File: config.mk
export PLATFORM = sky130hd
export DESIGN_NAME = bst_tap
export DESIGN_NICKNAME = d
export VERILOG_FILES = /design/src/verilog/bst_pkg.sv /design/src/verilog/bst_tap.sv
export VERILOG_INCLUDE_DIRS = /design/src /design/src/verilog
export SDC_FILE = /design/constraint.sdc
export NUM_CORES = 1
export LEC_CHECK = 0
export BUFFER_PORTS_ARGS = -buffer_cell sky130_fd_sc_hd__buf_2
export CELL_PAD_IN_SITES_DETAIL_PLACEMENT = 0
export CELL_PAD_IN_SITES_GLOBAL_PLACEMENT = 1
export CORE_AREA = 2 2 95 189
export DETAILED_ROUTE_END_ITERATION = 7
export DIE_AREA = 0 0 97 191
export GPL_TIMING_DRIVEN = 0
export PLACE_DENSITY_LB_ADDON = 0.05
export SLEW_MARGIN = 25
export SYNTH_ARGS = -nofsm -noshare
export SYNTH_HDL_FRONTEND = slang
export SYNTH_SLANG_ARGS = --single-unit
File: constraint.sdc
create_clock -name CLOCK -period 4.7 [get_ports CLOCK]
set_clock_uncertainty 0.15 [all_clocks]
set_input_delay 0.94 -clock CLOCK [delete_from_list [all_inputs] [get_ports CLOCK]]
set_output_delay 0.94 -clock CLOCK [all_outputs]
set_load 0.01 [all_outputs]
File: src/verilog/bst_defines.svh
`ifndef BST_DEFINES_SVH
`define BST_DEFINES_SVH
`define BST_IR_W        3
`define BST_IR_RESET    3'h1
`define BST_OP_DRIVE    3'h0
`define BST_OP_IDENT    3'h1
`define BST_OP_FLOAT    3'h2
`define BST_OP_SAMPLE   3'h4
`define BST_OP_BYPASS   3'h7
`define BST_ID_W        32
`define BST_CHAIN_LEN   129
`define BST_GATE_CELL   128
`define BST_GATE_RESET  1'h1
`define BST_OUT_CELLS   4
`endif

File: src/verilog/bst_pkg.sv
package bst_pkg;
  typedef enum logic [3:0] {
    BST_RESET      = 4'h0,
    BST_IDLE       = 4'h1,
    BST_SEL_DR     = 4'h2,
    BST_CAP_DR     = 4'h3,
    BST_SHIFT_DR   = 4'h4,
    BST_EXIT1_DR   = 4'h5,
    BST_PAUSE_DR   = 4'h6,
    BST_EXIT2_DR   = 4'h7,
    BST_UPD_DR     = 4'h8,
    BST_SEL_IR     = 4'h9,
    BST_CAP_IR     = 4'hA,
    BST_SHIFT_IR   = 4'hB,
    BST_EXIT1_IR   = 4'hC,
    BST_PAUSE_IR   = 4'hD,
    BST_EXIT2_IR   = 4'hE,
    BST_UPD_IR     = 4'hF
  } bst_state_t;
  // sampled scan pins, travel together
  typedef struct packed {
    logic tck;
    logic tms;
    logic tdi;
  } bst_pins_t;
endpackage : bst_pkg

File: src/verilog/bst_tap.sv
`timescale 1ns/1ps
`include "bst_defines.svh"
// Notes on behaviour
// - mode select sampled on rising scan clock
// - sixteen state controller, moves on rising edge
// - power-up or five ones enter reset
// - data in accepted only in shift states
// - data out driven only in shift states
// - capture on rise, shift out on fall
// - three-bit instruction, preset to identify code
// - new instruction acts only at update
// - codes 000,010,100 capture and shift ring
// - code 000 drives outputs from cells
// - codes 000,010 switch off input termination
// - code 010 floats read-data drivers
// - code 001 captures and shifts identity
// - other codes leave memory undisturbed
// - code 111 one-bit bypass loads zero
// - identity 32 bits, bit0 one, lsb out
// - cell 128 gates read drivers, captures one
module bst_tap
  import bst_pkg::*;
#(
  parameter logic [31:0] ID_VALUE = 32'h1234_5001, // arbitrary identity
  parameter int          RING_W   = `BST_CHAIN_LEN
)(
  input  wire logic              CLOCK,
  input  wire logic              RESET_N,
  input  wire logic              TCK,
  input  wire logic              TMS,
  input  wire logic              TDI,
  output logic                   TDO,
  output logic                   TDO_OE_N,
  input  wire logic [RING_W-1:0] RING_IN,
  input  wire logic [`BST_OUT_CELLS-1:0] CORE_OUT,
  output logic [`BST_OUT_CELLS-1:0] PIN_OUT,
  output logic                   READ_DATA_EN,
  output logic                   INPUT_TERMINATION,
  output logic                   TEST_MODE
);
  // cells 0..3 are read data, read_valid_out, echo_clock_out pair
  // refuse at elaboration a ring the cell map cannot serve, or no start bit
  if (RING_W != `BST_CHAIN_LEN || ID_VALUE[0] != 1'b1)
  begin : g_bad_param
    $error("bst_tap: unsupported ring width or identity");
  end

  // two-flop sync of the scan pins; stage one read only by stage two
  bst_pins_t sync1, sync2, prev;
  always_ff @(posedge CLOCK or negedge RESET_N)
  begin
    if (!RESET_N)
    begin
      sync1 <= '0;
      sync2 <= '0;
      prev  <= '0;
    end
    else
    begin
      sync1 <= '{TCK, TMS, TDI};
      sync2 <= sync1;
      prev  <= sync2;
    end
  end
  logic rise, fall;
  assign rise = sync2.tck & ~prev.tck;
  assign fall = ~sync2.tck & prev.tck;

  // controller next state, standard graph
  bst_state_t state, next_state;
  always_comb
  begin
    next_state = state;
    if (rise)
    begin
      unique case (state)
        BST_RESET:    next_state = sync2.tms ? BST_RESET : BST_IDLE;
        BST_IDLE:     next_state = sync2.tms ? BST_SEL_DR : BST_IDLE;
        BST_SEL_DR:   next_state = sync2.tms ? BST_SEL_IR : BST_CAP_DR;
        BST_CAP_DR:   next_state = sync2.tms ? BST_EXIT1_DR : BST_SHIFT_DR;
        BST_SHIFT_DR: next_state = sync2.tms ? BST_EXIT1_DR : BST_SHIFT_DR;
        BST_EXIT1_DR: next_state = sync2.tms ? BST_UPD_DR : BST_PAUSE_DR;
        BST_PAUSE_DR: next_state = sync2.tms ? BST_EXIT2_DR : BST_PAUSE_DR;
        BST_EXIT2_DR: next_state = sync2.tms ? BST_UPD_DR : BST_SHIFT_DR;
        BST_UPD_DR:   next_state = sync2.tms ? BST_SEL_DR : BST_IDLE;
        BST_SEL_IR:   next_state = sync2.tms ? BST_RESET : BST_CAP_IR;
        BST_CAP_IR:   next_state = sync2.tms ? BST_EXIT1_IR : BST_SHIFT_IR;
        BST_SHIFT_IR: next_state = sync2.tms ? BST_EXIT1_IR : BST_SHIFT_IR;
        BST_EXIT1_IR: next_state = sync2.tms ? BST_UPD_IR : BST_PAUSE_IR;
        BST_PAUSE_IR: next_state = sync2.tms ? BST_EXIT2_IR : BST_PAUSE_IR;
        BST_EXIT2_IR: next_state = sync2.tms ? BST_UPD_IR : BST_SHIFT_IR;
        BST_UPD_IR:   next_state = sync2.tms ? BST_SEL_DR : BST_IDLE;
      endcase
    end
  end

  // scan registers: capture/shift on rise, update at update states
  logic [`BST_IR_W-1:0] ir_shift, next_ir_shift;
  logic [`BST_IR_W-1:0] instr, next_instr;
  logic                 bypass, next_bypass;
  logic [`BST_ID_W-1:0] id_shift, next_id_shift;
  logic [RING_W-1:0]    ring, next_ring;
  logic [`BST_OUT_CELLS:0] upd, next_upd; // update latches incl gate cell
  logic                 out_bit, next_out_bit;
  logic                 sel_ring, is_drive, is_float;

  assign is_drive = (instr == `BST_OP_DRIVE);
  assign is_float = (instr == `BST_OP_FLOAT);
  assign sel_ring = is_drive | is_float | (instr == `BST_OP_SAMPLE);

  always_comb
  begin
    next_ir_shift = ir_shift;
    next_instr    = instr;
    next_bypass   = bypass;
    next_id_shift = id_shift;
    next_ring     = ring;
    next_upd      = upd;
    next_out_bit  = out_bit;
    if (rise)
    begin
      unique case (state)
        BST_RESET:    next_instr = `BST_IR_RESET;
        BST_CAP_IR:   next_ir_shift = `BST_IR_RESET;
        BST_SHIFT_IR: next_ir_shift = {sync2.tdi, ir_shift[2:1]};
        BST_UPD_IR:   next_instr = ir_shift;
        BST_CAP_DR:
        begin
          next_bypass   = 1'b0;
          next_id_shift = ID_VALUE;
          next_ring     = RING_IN;
          next_ring[`BST_GATE_CELL] = `BST_GATE_RESET;
        end
        BST_SHIFT_DR:
        begin
          // data enters at msb, leaves from lsb
          if (instr == `BST_OP_BYPASS)
            next_bypass = sync2.tdi;
          else if (instr == `BST_OP_IDENT)
            next_id_shift = {sync2.tdi, id_shift[`BST_ID_W-1:1]};
          else if (sel_ring)
            next_ring = {sync2.tdi, ring[RING_W-1:1]};
          else
            next_bypass = sync2.tdi; // reserved codes act as bypass
        end
        BST_UPD_DR:
          if (is_drive)
            next_upd = {ring[`BST_GATE_CELL], ring[`BST_OUT_CELLS-1:0]};
        default: ;
      endcase
    end
    if (fall) // output bit changes only on falling edge
    begin
      if (state == BST_SHIFT_IR)
        next_out_bit = ir_shift[0];
      else if (instr == `BST_OP_IDENT)
        next_out_bit = id_shift[0];
      else if (sel_ring)
        next_out_bit = ring[0];
      else
        next_out_bit = bypass;
    end
  end

  always_ff @(posedge CLOCK or negedge RESET_N)
  begin
    if (!RESET_N)
    begin
      state    <= BST_RESET;
      ir_shift <= `BST_IR_RESET;
      instr    <= `BST_IR_RESET;
      bypass   <= 1'b0;
      id_shift <= '0;
      ring     <= '0;
      upd      <= '0;
      out_bit  <= 1'b0;
    end
    else
    begin
      state    <= next_state;
      ir_shift <= next_ir_shift;
      instr    <= next_instr;
      bypass   <= next_bypass;
      id_shift <= next_id_shift;
      ring     <= next_ring;
      upd      <= next_upd;
      out_bit  <= next_out_bit;
    end
  end

  // five ones from any state reach reset; counter only feeds an assertion
  logic [2:0] ones;
  always_ff @(posedge CLOCK or negedge RESET_N)
  begin
    if (!RESET_N)
      ones <= 3'h0;
    else if (rise)
      ones <= sync2.tms ? ((ones == 3'h5) ? ones : ones + 3'h1) : 3'h0;
  end

  // pin side: test mode gating of functional outputs
  logic shift_st;
  assign shift_st = (state == BST_SHIFT_IR) || (state == BST_SHIFT_DR);
  assign TDO      = out_bit;
  assign TDO_OE_N = ~shift_st; // low while driving
  assign TEST_MODE         = is_drive | is_float;
  assign INPUT_TERMINATION = ~(is_drive | is_float);
  assign PIN_OUT      = is_drive ? upd[`BST_OUT_CELLS-1:0] : CORE_OUT;
  assign READ_DATA_EN = is_float ? 1'b0
                      : is_drive ? upd[`BST_OUT_CELLS] : 1'b1;

  a_five_ones_reset: assert property (
    @(posedge CLOCK) disable iff (!RESET_N)
    (ones == 3'h5) |-> (state == BST_RESET))
    else $error("five ones did not reach reset");
  a_tdo_enable: assert property (
    @(posedge CLOCK) disable iff (!RESET_N)
    TDO_OE_N == !(state inside {BST_SHIFT_IR, BST_SHIFT_DR}))
    else $error("tdo enable outside shift");
  a_tdo_enter: assert property (
    @(posedge CLOCK) disable iff (!RESET_N)
    $fell(TDO_OE_N) |-> $past(state) inside {BST_CAP_IR, BST_EXIT2_IR,
      BST_CAP_DR, BST_EXIT2_DR})
    else $error("tdo enabled without entering shift");
  a_ir_update: assert property (
    @(posedge CLOCK) disable iff (!RESET_N)
    $changed(instr) |-> $past(state) inside {BST_UPD_IR, BST_RESET})
    else $error("instruction changed outside update");
  a_ir_capture: assert property (
    @(posedge CLOCK) disable iff (!RESET_N)
    (rise && state == BST_CAP_IR) |=> ir_shift == `BST_IR_RESET)
    else $error("instruction capture not 001");
  a_bypass_zero: assert property (
    @(posedge CLOCK) disable iff (!RESET_N)
    (rise && state == BST_CAP_DR) |=> !bypass)
    else $error("bypass capture not zero");
  a_tdo_on_fall: assert property (
    @(posedge CLOCK) disable iff (!RESET_N)
    $changed(TDO) |-> $past(fall))
    else $error("tdo moved off falling edge");
  a_float_drivers: assert property (
    @(posedge CLOCK) disable iff (!RESET_N)
    is_float |-> !READ_DATA_EN && !INPUT_TERMINATION)
    else $error("float code left drivers on");
  a_state_on_rise: assert property (
    @(posedge CLOCK) disable iff (!RESET_N)
    $changed(state) |-> $past(rise))
    else $error("state moved without rising edge");
  a_gate_capture: assert property (
    @(posedge CLOCK) disable iff (!RESET_N)
    (rise && state == BST_CAP_DR) |=> ring[`BST_GATE_CELL])
    else $error("gate cell did not capture one");
  a_idle_normal: assert property (
    @(posedge CLOCK) disable iff (!RESET_N)
    (instr == `BST_OP_BYPASS) |-> PIN_OUT == CORE_OUT && READ_DATA_EN)
    else $error("bypass disturbed memory outputs");
endmodule : bst_tap

==> results of run 1 <==
## where the power goes
part | leakage [uW] | internal (uW) | switching (uW)
registers | 0.00217 | 2260 | 400
logic | 0.00178 | 1010 | 815
clock network | 0.000261 | 754 | 602
## synthesized netlist by cell type, drive strengths merged (3+ instances only)
cell and n:
o22a 7, nand3 4, mux2 9, nor2b 5, inv 7, nor2 11
nand2b 4, nor3b 3, buf 29, a31oi 4, a21oi 10, o21ai 11
nand2 11, nor3 4, clkbuf 39, a2bb2oi 129, o22ai 130, a22o 26
dfrtp 183
## metrics by stage
step	power, uW	hold WS [ns]	TNS (ns)
after floorplan	4025	0.1812	0
after CTS	5905	0.2014	0
after detailed placement	4522	0.1864	0
after global routing	6218	0.2180	0
final	5842	0.1979	0
after global placement	4465	0.1836	-95.76
## layout by cell type (no fill, tap or decap), types with 3 or more instances in the layout
cell,n
buf_1,3
buf_6,15
a2bb2oi_2,20
nor2b_1,5
dfrtp_1,183
inv_1,7
nand2_1,11
mux2_2,9
o21ai_0,9
a22o_1,26
nand3_1,4
a21oi_1,10
nor2_1,9
a2bb2oi_1,109
nor3_1,3
buf_4,4
o22a_1,7
clkbuf_1,39
clkbuf_16,17
a31oi_1,4
clkinvlp_4,4
nand2b_1,4
o22ai_1,130
buf_2,151
## layer usage
| layer | share of wire | track usage |
|---|---|---|
| met5 | 0 | 0 |
| met4 | 0.018 | 0.07638 |
| met3 | 0.043 | 0.03766 |
| met2 | 0.49 | 0.3301 |
| met1 | 0.45 | 0.2931 |
## sequential cells by signal, summed over array words and instances (netlist names)
| register | cells |
|---|---|
| bypass | 1 |
| ring | 129 |
| id_shift | 32 |
| sync2 | 3 |
| ir_shift | 3 |
| sync1 | 3 |
| TDO | 1 |
| instr | 3 |
| upd | 5 |
| state | 4 |
| prev | 1 |
## path summary, 6_finish.rpt
check | cells past startpoint | slack, ns | startpoint | endpoint
setup / recovery | 4 | 1.49 | instr[0] | PIN_OUT[0]
hold reg to reg | 0 | 0.20 | sync1[1] | sync2[1]
min in group asynchronous | 1 | 0.23 | RESET_N | ring[91]
hold / removal | 0 | 0.20 | sync1[1] | sync2[1]
max in group asynchronous | 2 | 3.44 | RESET_N | ring[34]
setup reg to reg | 6 | 2.40 | state[3] | ring[11]
## cell type report
| class | instances | area, sq um | area share |
|---|---|---|---|
| Buffer | 68 | 392.9 | 0.04059 |
| Timing Repair Buffer | 147 | 790.8 | 0.08170 |
| Multi-Input combinational cell | 389 | 3019 | 0.3119 |
| Clock buffer | 20 | 456.7 | 0.04718 |
| Sequential cell | 185 | 4632 | 0.4785 |
| Antenna cell | 1 | 2.502 | 0.0002585 |
| Inverter | 7 | 26.28 | 0.002715 |
| Clock inverter | 10 | 96.34 | 0.009953 |
| Tap cell | 210 | 262.8 | 0.02715 |
## cells by family after synthesis
kind of cell	Yosys count	synth area share
buffers and inverters	75	0.05194
muxes	9	0.01256
DFF	185	0.5740
and+or+nand+nor	54	0.04310
AOI/OAI and AO/OA	326	0.3185
## worst reg2reg max path: cells and delay by family (launching register included)
kind	cells	cell delay, ns
buffers and inverters	3	1.01
AND/OR/NAND/NOR	1	0.27
flip-flops	1	0.37
AO/OA/AOI/OAI	2	0.36
==> metrics.csv, run 1 <==
metric;value;unit
placedCellCount;1006;
stdcell_area;9679;sq um
start_kind;register;
port-buffer-count;145;
path_cells;clkbuf_2 > nor3_1 > mux2_2 > buf_2;
cts_tree;built;
ir_drop;301.6;uV
post_cts_buffers;0;
grt_start_max_net_pins;89;
finalWirelength;19.03;mm
area_growth_syn_to_layout;19.94;%
synth-edff-count;0;
synthArstFlopShare;1.000;
ios;147;
yosys.area.top_type;dfrtp_1;
syn-instance-count;649;
die_h;191;um
path_clk_slew;0.06;ns
path_buf_inv;2;
cp-end-kind;output port;
cp_top_family;simple AND/OR/NAND/NOR gates;
num_rows;68;
synth_ff_type;dfrtp_1;
grt_usage;0.2099;
slowest_delay;0.65;ns
drc;0;
cp_data_required_time;3.61;ns
synth_top_area_share;0.5674;
cts_max_level;4;
die_w;97;um
fin_ws;1.488;ns
place_hpwl;13.19;mm
instances_no_fill;1037;
first_global_vias;5971;
syn-cell-area;8070;sq um
cts_made_buffers;17;
cp_max_fo;9;
syn_avg_cell_area;12.43;sq um
drtAntennaViolNets;0;
slew_headroom;0.4861;
place_congestion;0.7552;
grt_pass1_wl;31.33;mm
viasPerCell;5.848;
status;complete, no violations;
synth_warnings;0;
cpMaxStageDelayCell;nor3_1;
die_area;18530;sq um
path_class;reg2out;
netlist_top_cells_area;dfrtp_1 57%, a2bb2oi_1 12%, o22ai_1 10%;
avgRoutedWirePerCell;18.35;um
place_area;9124;sq um
clk_path_buf_depth;2;
overflow;0;
final-setup-viol-count;0;
synth.distinct_cells;47;
synth_nets;787;
timing.fmax;311.3;MHz
drive_gt1_frac;0.2978;
fillers;1507;
period_needed;3.212;ns
grt_setup_unrepaired;false;
final_core_util;0.5660;
arrival;2.12;ns
place_ws;1.867;ns
synth_seq_area_share;0.5740;
drt_first_pass_iters;4;
coreArea;17100;sq um
cts.repair.resized;0;
hold_buffers;0;
clock-sinks;185;
clk_latency;0.43;ns
drtIter0Drc;262;
power_density;603.6;nW/um^2
layout.nets;953;
cap_viol_max_count;0;
ys_ff_latch;185;
antenna_found_initial;1;
p_leak;0.004210;uW
worst_pin_slew;0.7650;ns
hold_viol;0;
finalCritPeriodShare;0.6835;
num_vias;6064;
slew_violations;0;
cts-root-buf;clkbuf_16;
holdCritPathClass;reg2reg;
start_util;0.4719;
(Power assumes the default switching activity.)
==> inputs of run 2 (changes only) <==
Settings changed: CORE_AREA 2 2 95 189 to 2 2 98 195, DIE_AREA 0 0 97 191 to 0 0 100 197.
Clock period 4.7 ns to 3.1 ns, I/O delays scaled along.
==> run 2 against run 1 <==
Total power grew 53%; sequential cell count is the same; global-route usage grew 1.4 points; critical path depth is the same; register-to-register slack lost 1.7 ns; sequential share of layout area grew 0.12 points; highest routed layer unchanged; largest power group unchanged; critical endpoint is now PIN_OUT[1].
==> metrics.csv, run 2 (synthesis results as in run 1) <==
metric;value;unit
status;complete, no violations;
dr_wl_met3;821;um
path_cells;clkbuf_2 > nor3_1 > mux2_2 > buf_2;
num_vias;6245;
largest_reg_flops;129;
drtIter0Drc;247;
worst-r2r-cell-count;6;
p_leak;0.004205;uW
clock-sinks;185;
cp_max_fo;9;
layout.nets;952;
path_clk_slew;0.07;ns
timing.fmax;337.2;MHz
overflow;0;
layout_commonest_cell;dfrtp_1;
port-buffer-count;145;
holdCritPathClass;in2async;
place_hpwl;15.44;mm
worst_pin_slew;0.8222;ns
path_class;reg2out;
first_global_vias;6742;
drt_first_pass_iters;4;
die_area;19700;sq um
die_h;197;um
period_needed;2.966;ns
place_congestion;0.8504;
cp-end-kind;output port;
drc;0;
slew_violations;0;
cts_made_buffers;17;
antenna_found_initial;1;
regMostFlops;ring;
final_cell_mix;183 x dfrtp_1, 151 x buf_2, 130 x o22ai_1, 109 x a2bb2oi_1, 38 x clkbuf_1;
drtAntennaViolNets;0;
clk_path_buf_depth;2;
area_growth_syn_to_layout;19.63;%
crit_cells;4;
die_w;100;um
slowest_delay;0.69;ns
grt_pass1_wl;34.51;mm
cts.repair.resized;0;
cts-root-buf;clkbuf_16;
avgRoutedWirePerCell;20.36;um
slew_headroom;0.4477;
highest_layer;met4;
cp_top_family;simple AND/OR/NAND/NOR gates;
num_rows;70;
top_regs;ring: 129 flops, id_shift: 32 flops, upd: 5 flops;
final_core_util;0.5299;
start_util;0.4430;
cap_viol_max_count;0;
fin_ws;0.1344;ns
fillers;1657;
post_cts_buffers;0;
viasPerCell;5.982;
place_ws;0.5212;ns
wl_met1;7.994;mm
grt_start_max_net_pins;99;
power_density;924.8;nW/um^2
wl_met2;11.80;mm
grt_setup_unrepaired;false;
cts_tree;built;
finalWirelength;21.26;mm
clk_latency;0.44;ns
grt_usage;0.2238;
coreArea;18220;sq um
hold_buffers;0;
drive_gt1_frac;0.2999;
cpMaxStageDelayCell;nor3_1;
finalCritPeriodShare;0.9566;
arrival;2.20;ns
hold_viol;0;
ios;147;
path_buf_inv;2;
ir_drop;382.2;uV
start_kind;register;
final-setup-viol-count;0;
cp_data_required_time;2.33;ns
cts_max_level;4;
[run 2: power breakdown]
| part | internal, uW | switching [uW] |
|---|---|---|
| registers | 3430 | 650 |
| logic | 1530 | 1270 |
| clock network | 1060 | 992 |
| total | 6020 | 2910 |
[run 2: layer usage]
metal,vias to the layer above,track usage
li1,2916,-
met1,3149,0.2484
met2,143,0.4089
met3,37,0.04291
met4,0,0.09691
met5,-,0
[run 2: layout make-up]
class / count / area, sq um / share of cell area
Clock inverter: 14 / 108.9 / 0.01128
Tap cell: 216 / 270.3 / 0.02799
Buffer: 68 / 392.9 / 0.04069
Antenna cell: 1 / 2.502 / 0.0002592
Multi-Input combinational cell: 389 / 3019 / 0.3127
Sequential cell: 185 / 4632 / 0.4798
Clock buffer: 18 / 439.2 / 0.04549
Inverter: 7 / 26.28 / 0.002722
Timing Repair Buffer: 146 / 763.2 / 0.07906
[run 2: metrics by stage]
step                hold slack (ns)  power (uW)  std cells  setup TNS [ns]  instance area [sq um]
global route                0.09155        9494       1044               0                   9654
CTS                         0.06720        8999       1043               0                   9652
finish                      0.02533        8928       1044               0                   9654
floorplan                    0.1744        6103        649               0                   8070
detailed placement           0.1895        6917       1011               0                   9104
global placement             0.1855        6782       1010         -295.04                   9066
[run 2: final timing paths]
path / from / to / slack (ns)
min in group CLOCK: TMS / sync1[1] / 0.13
max reg2reg: state[0] / ring[70] / 0.73
max: instr[0] / PIN_OUT[1] / 0.13
max in group asynchronous: RESET_N / ring[66] / 1.84
min reg2reg: sync1[0] / sync2[0] / 0.20
min: RESET_N / state[3] / 0.03
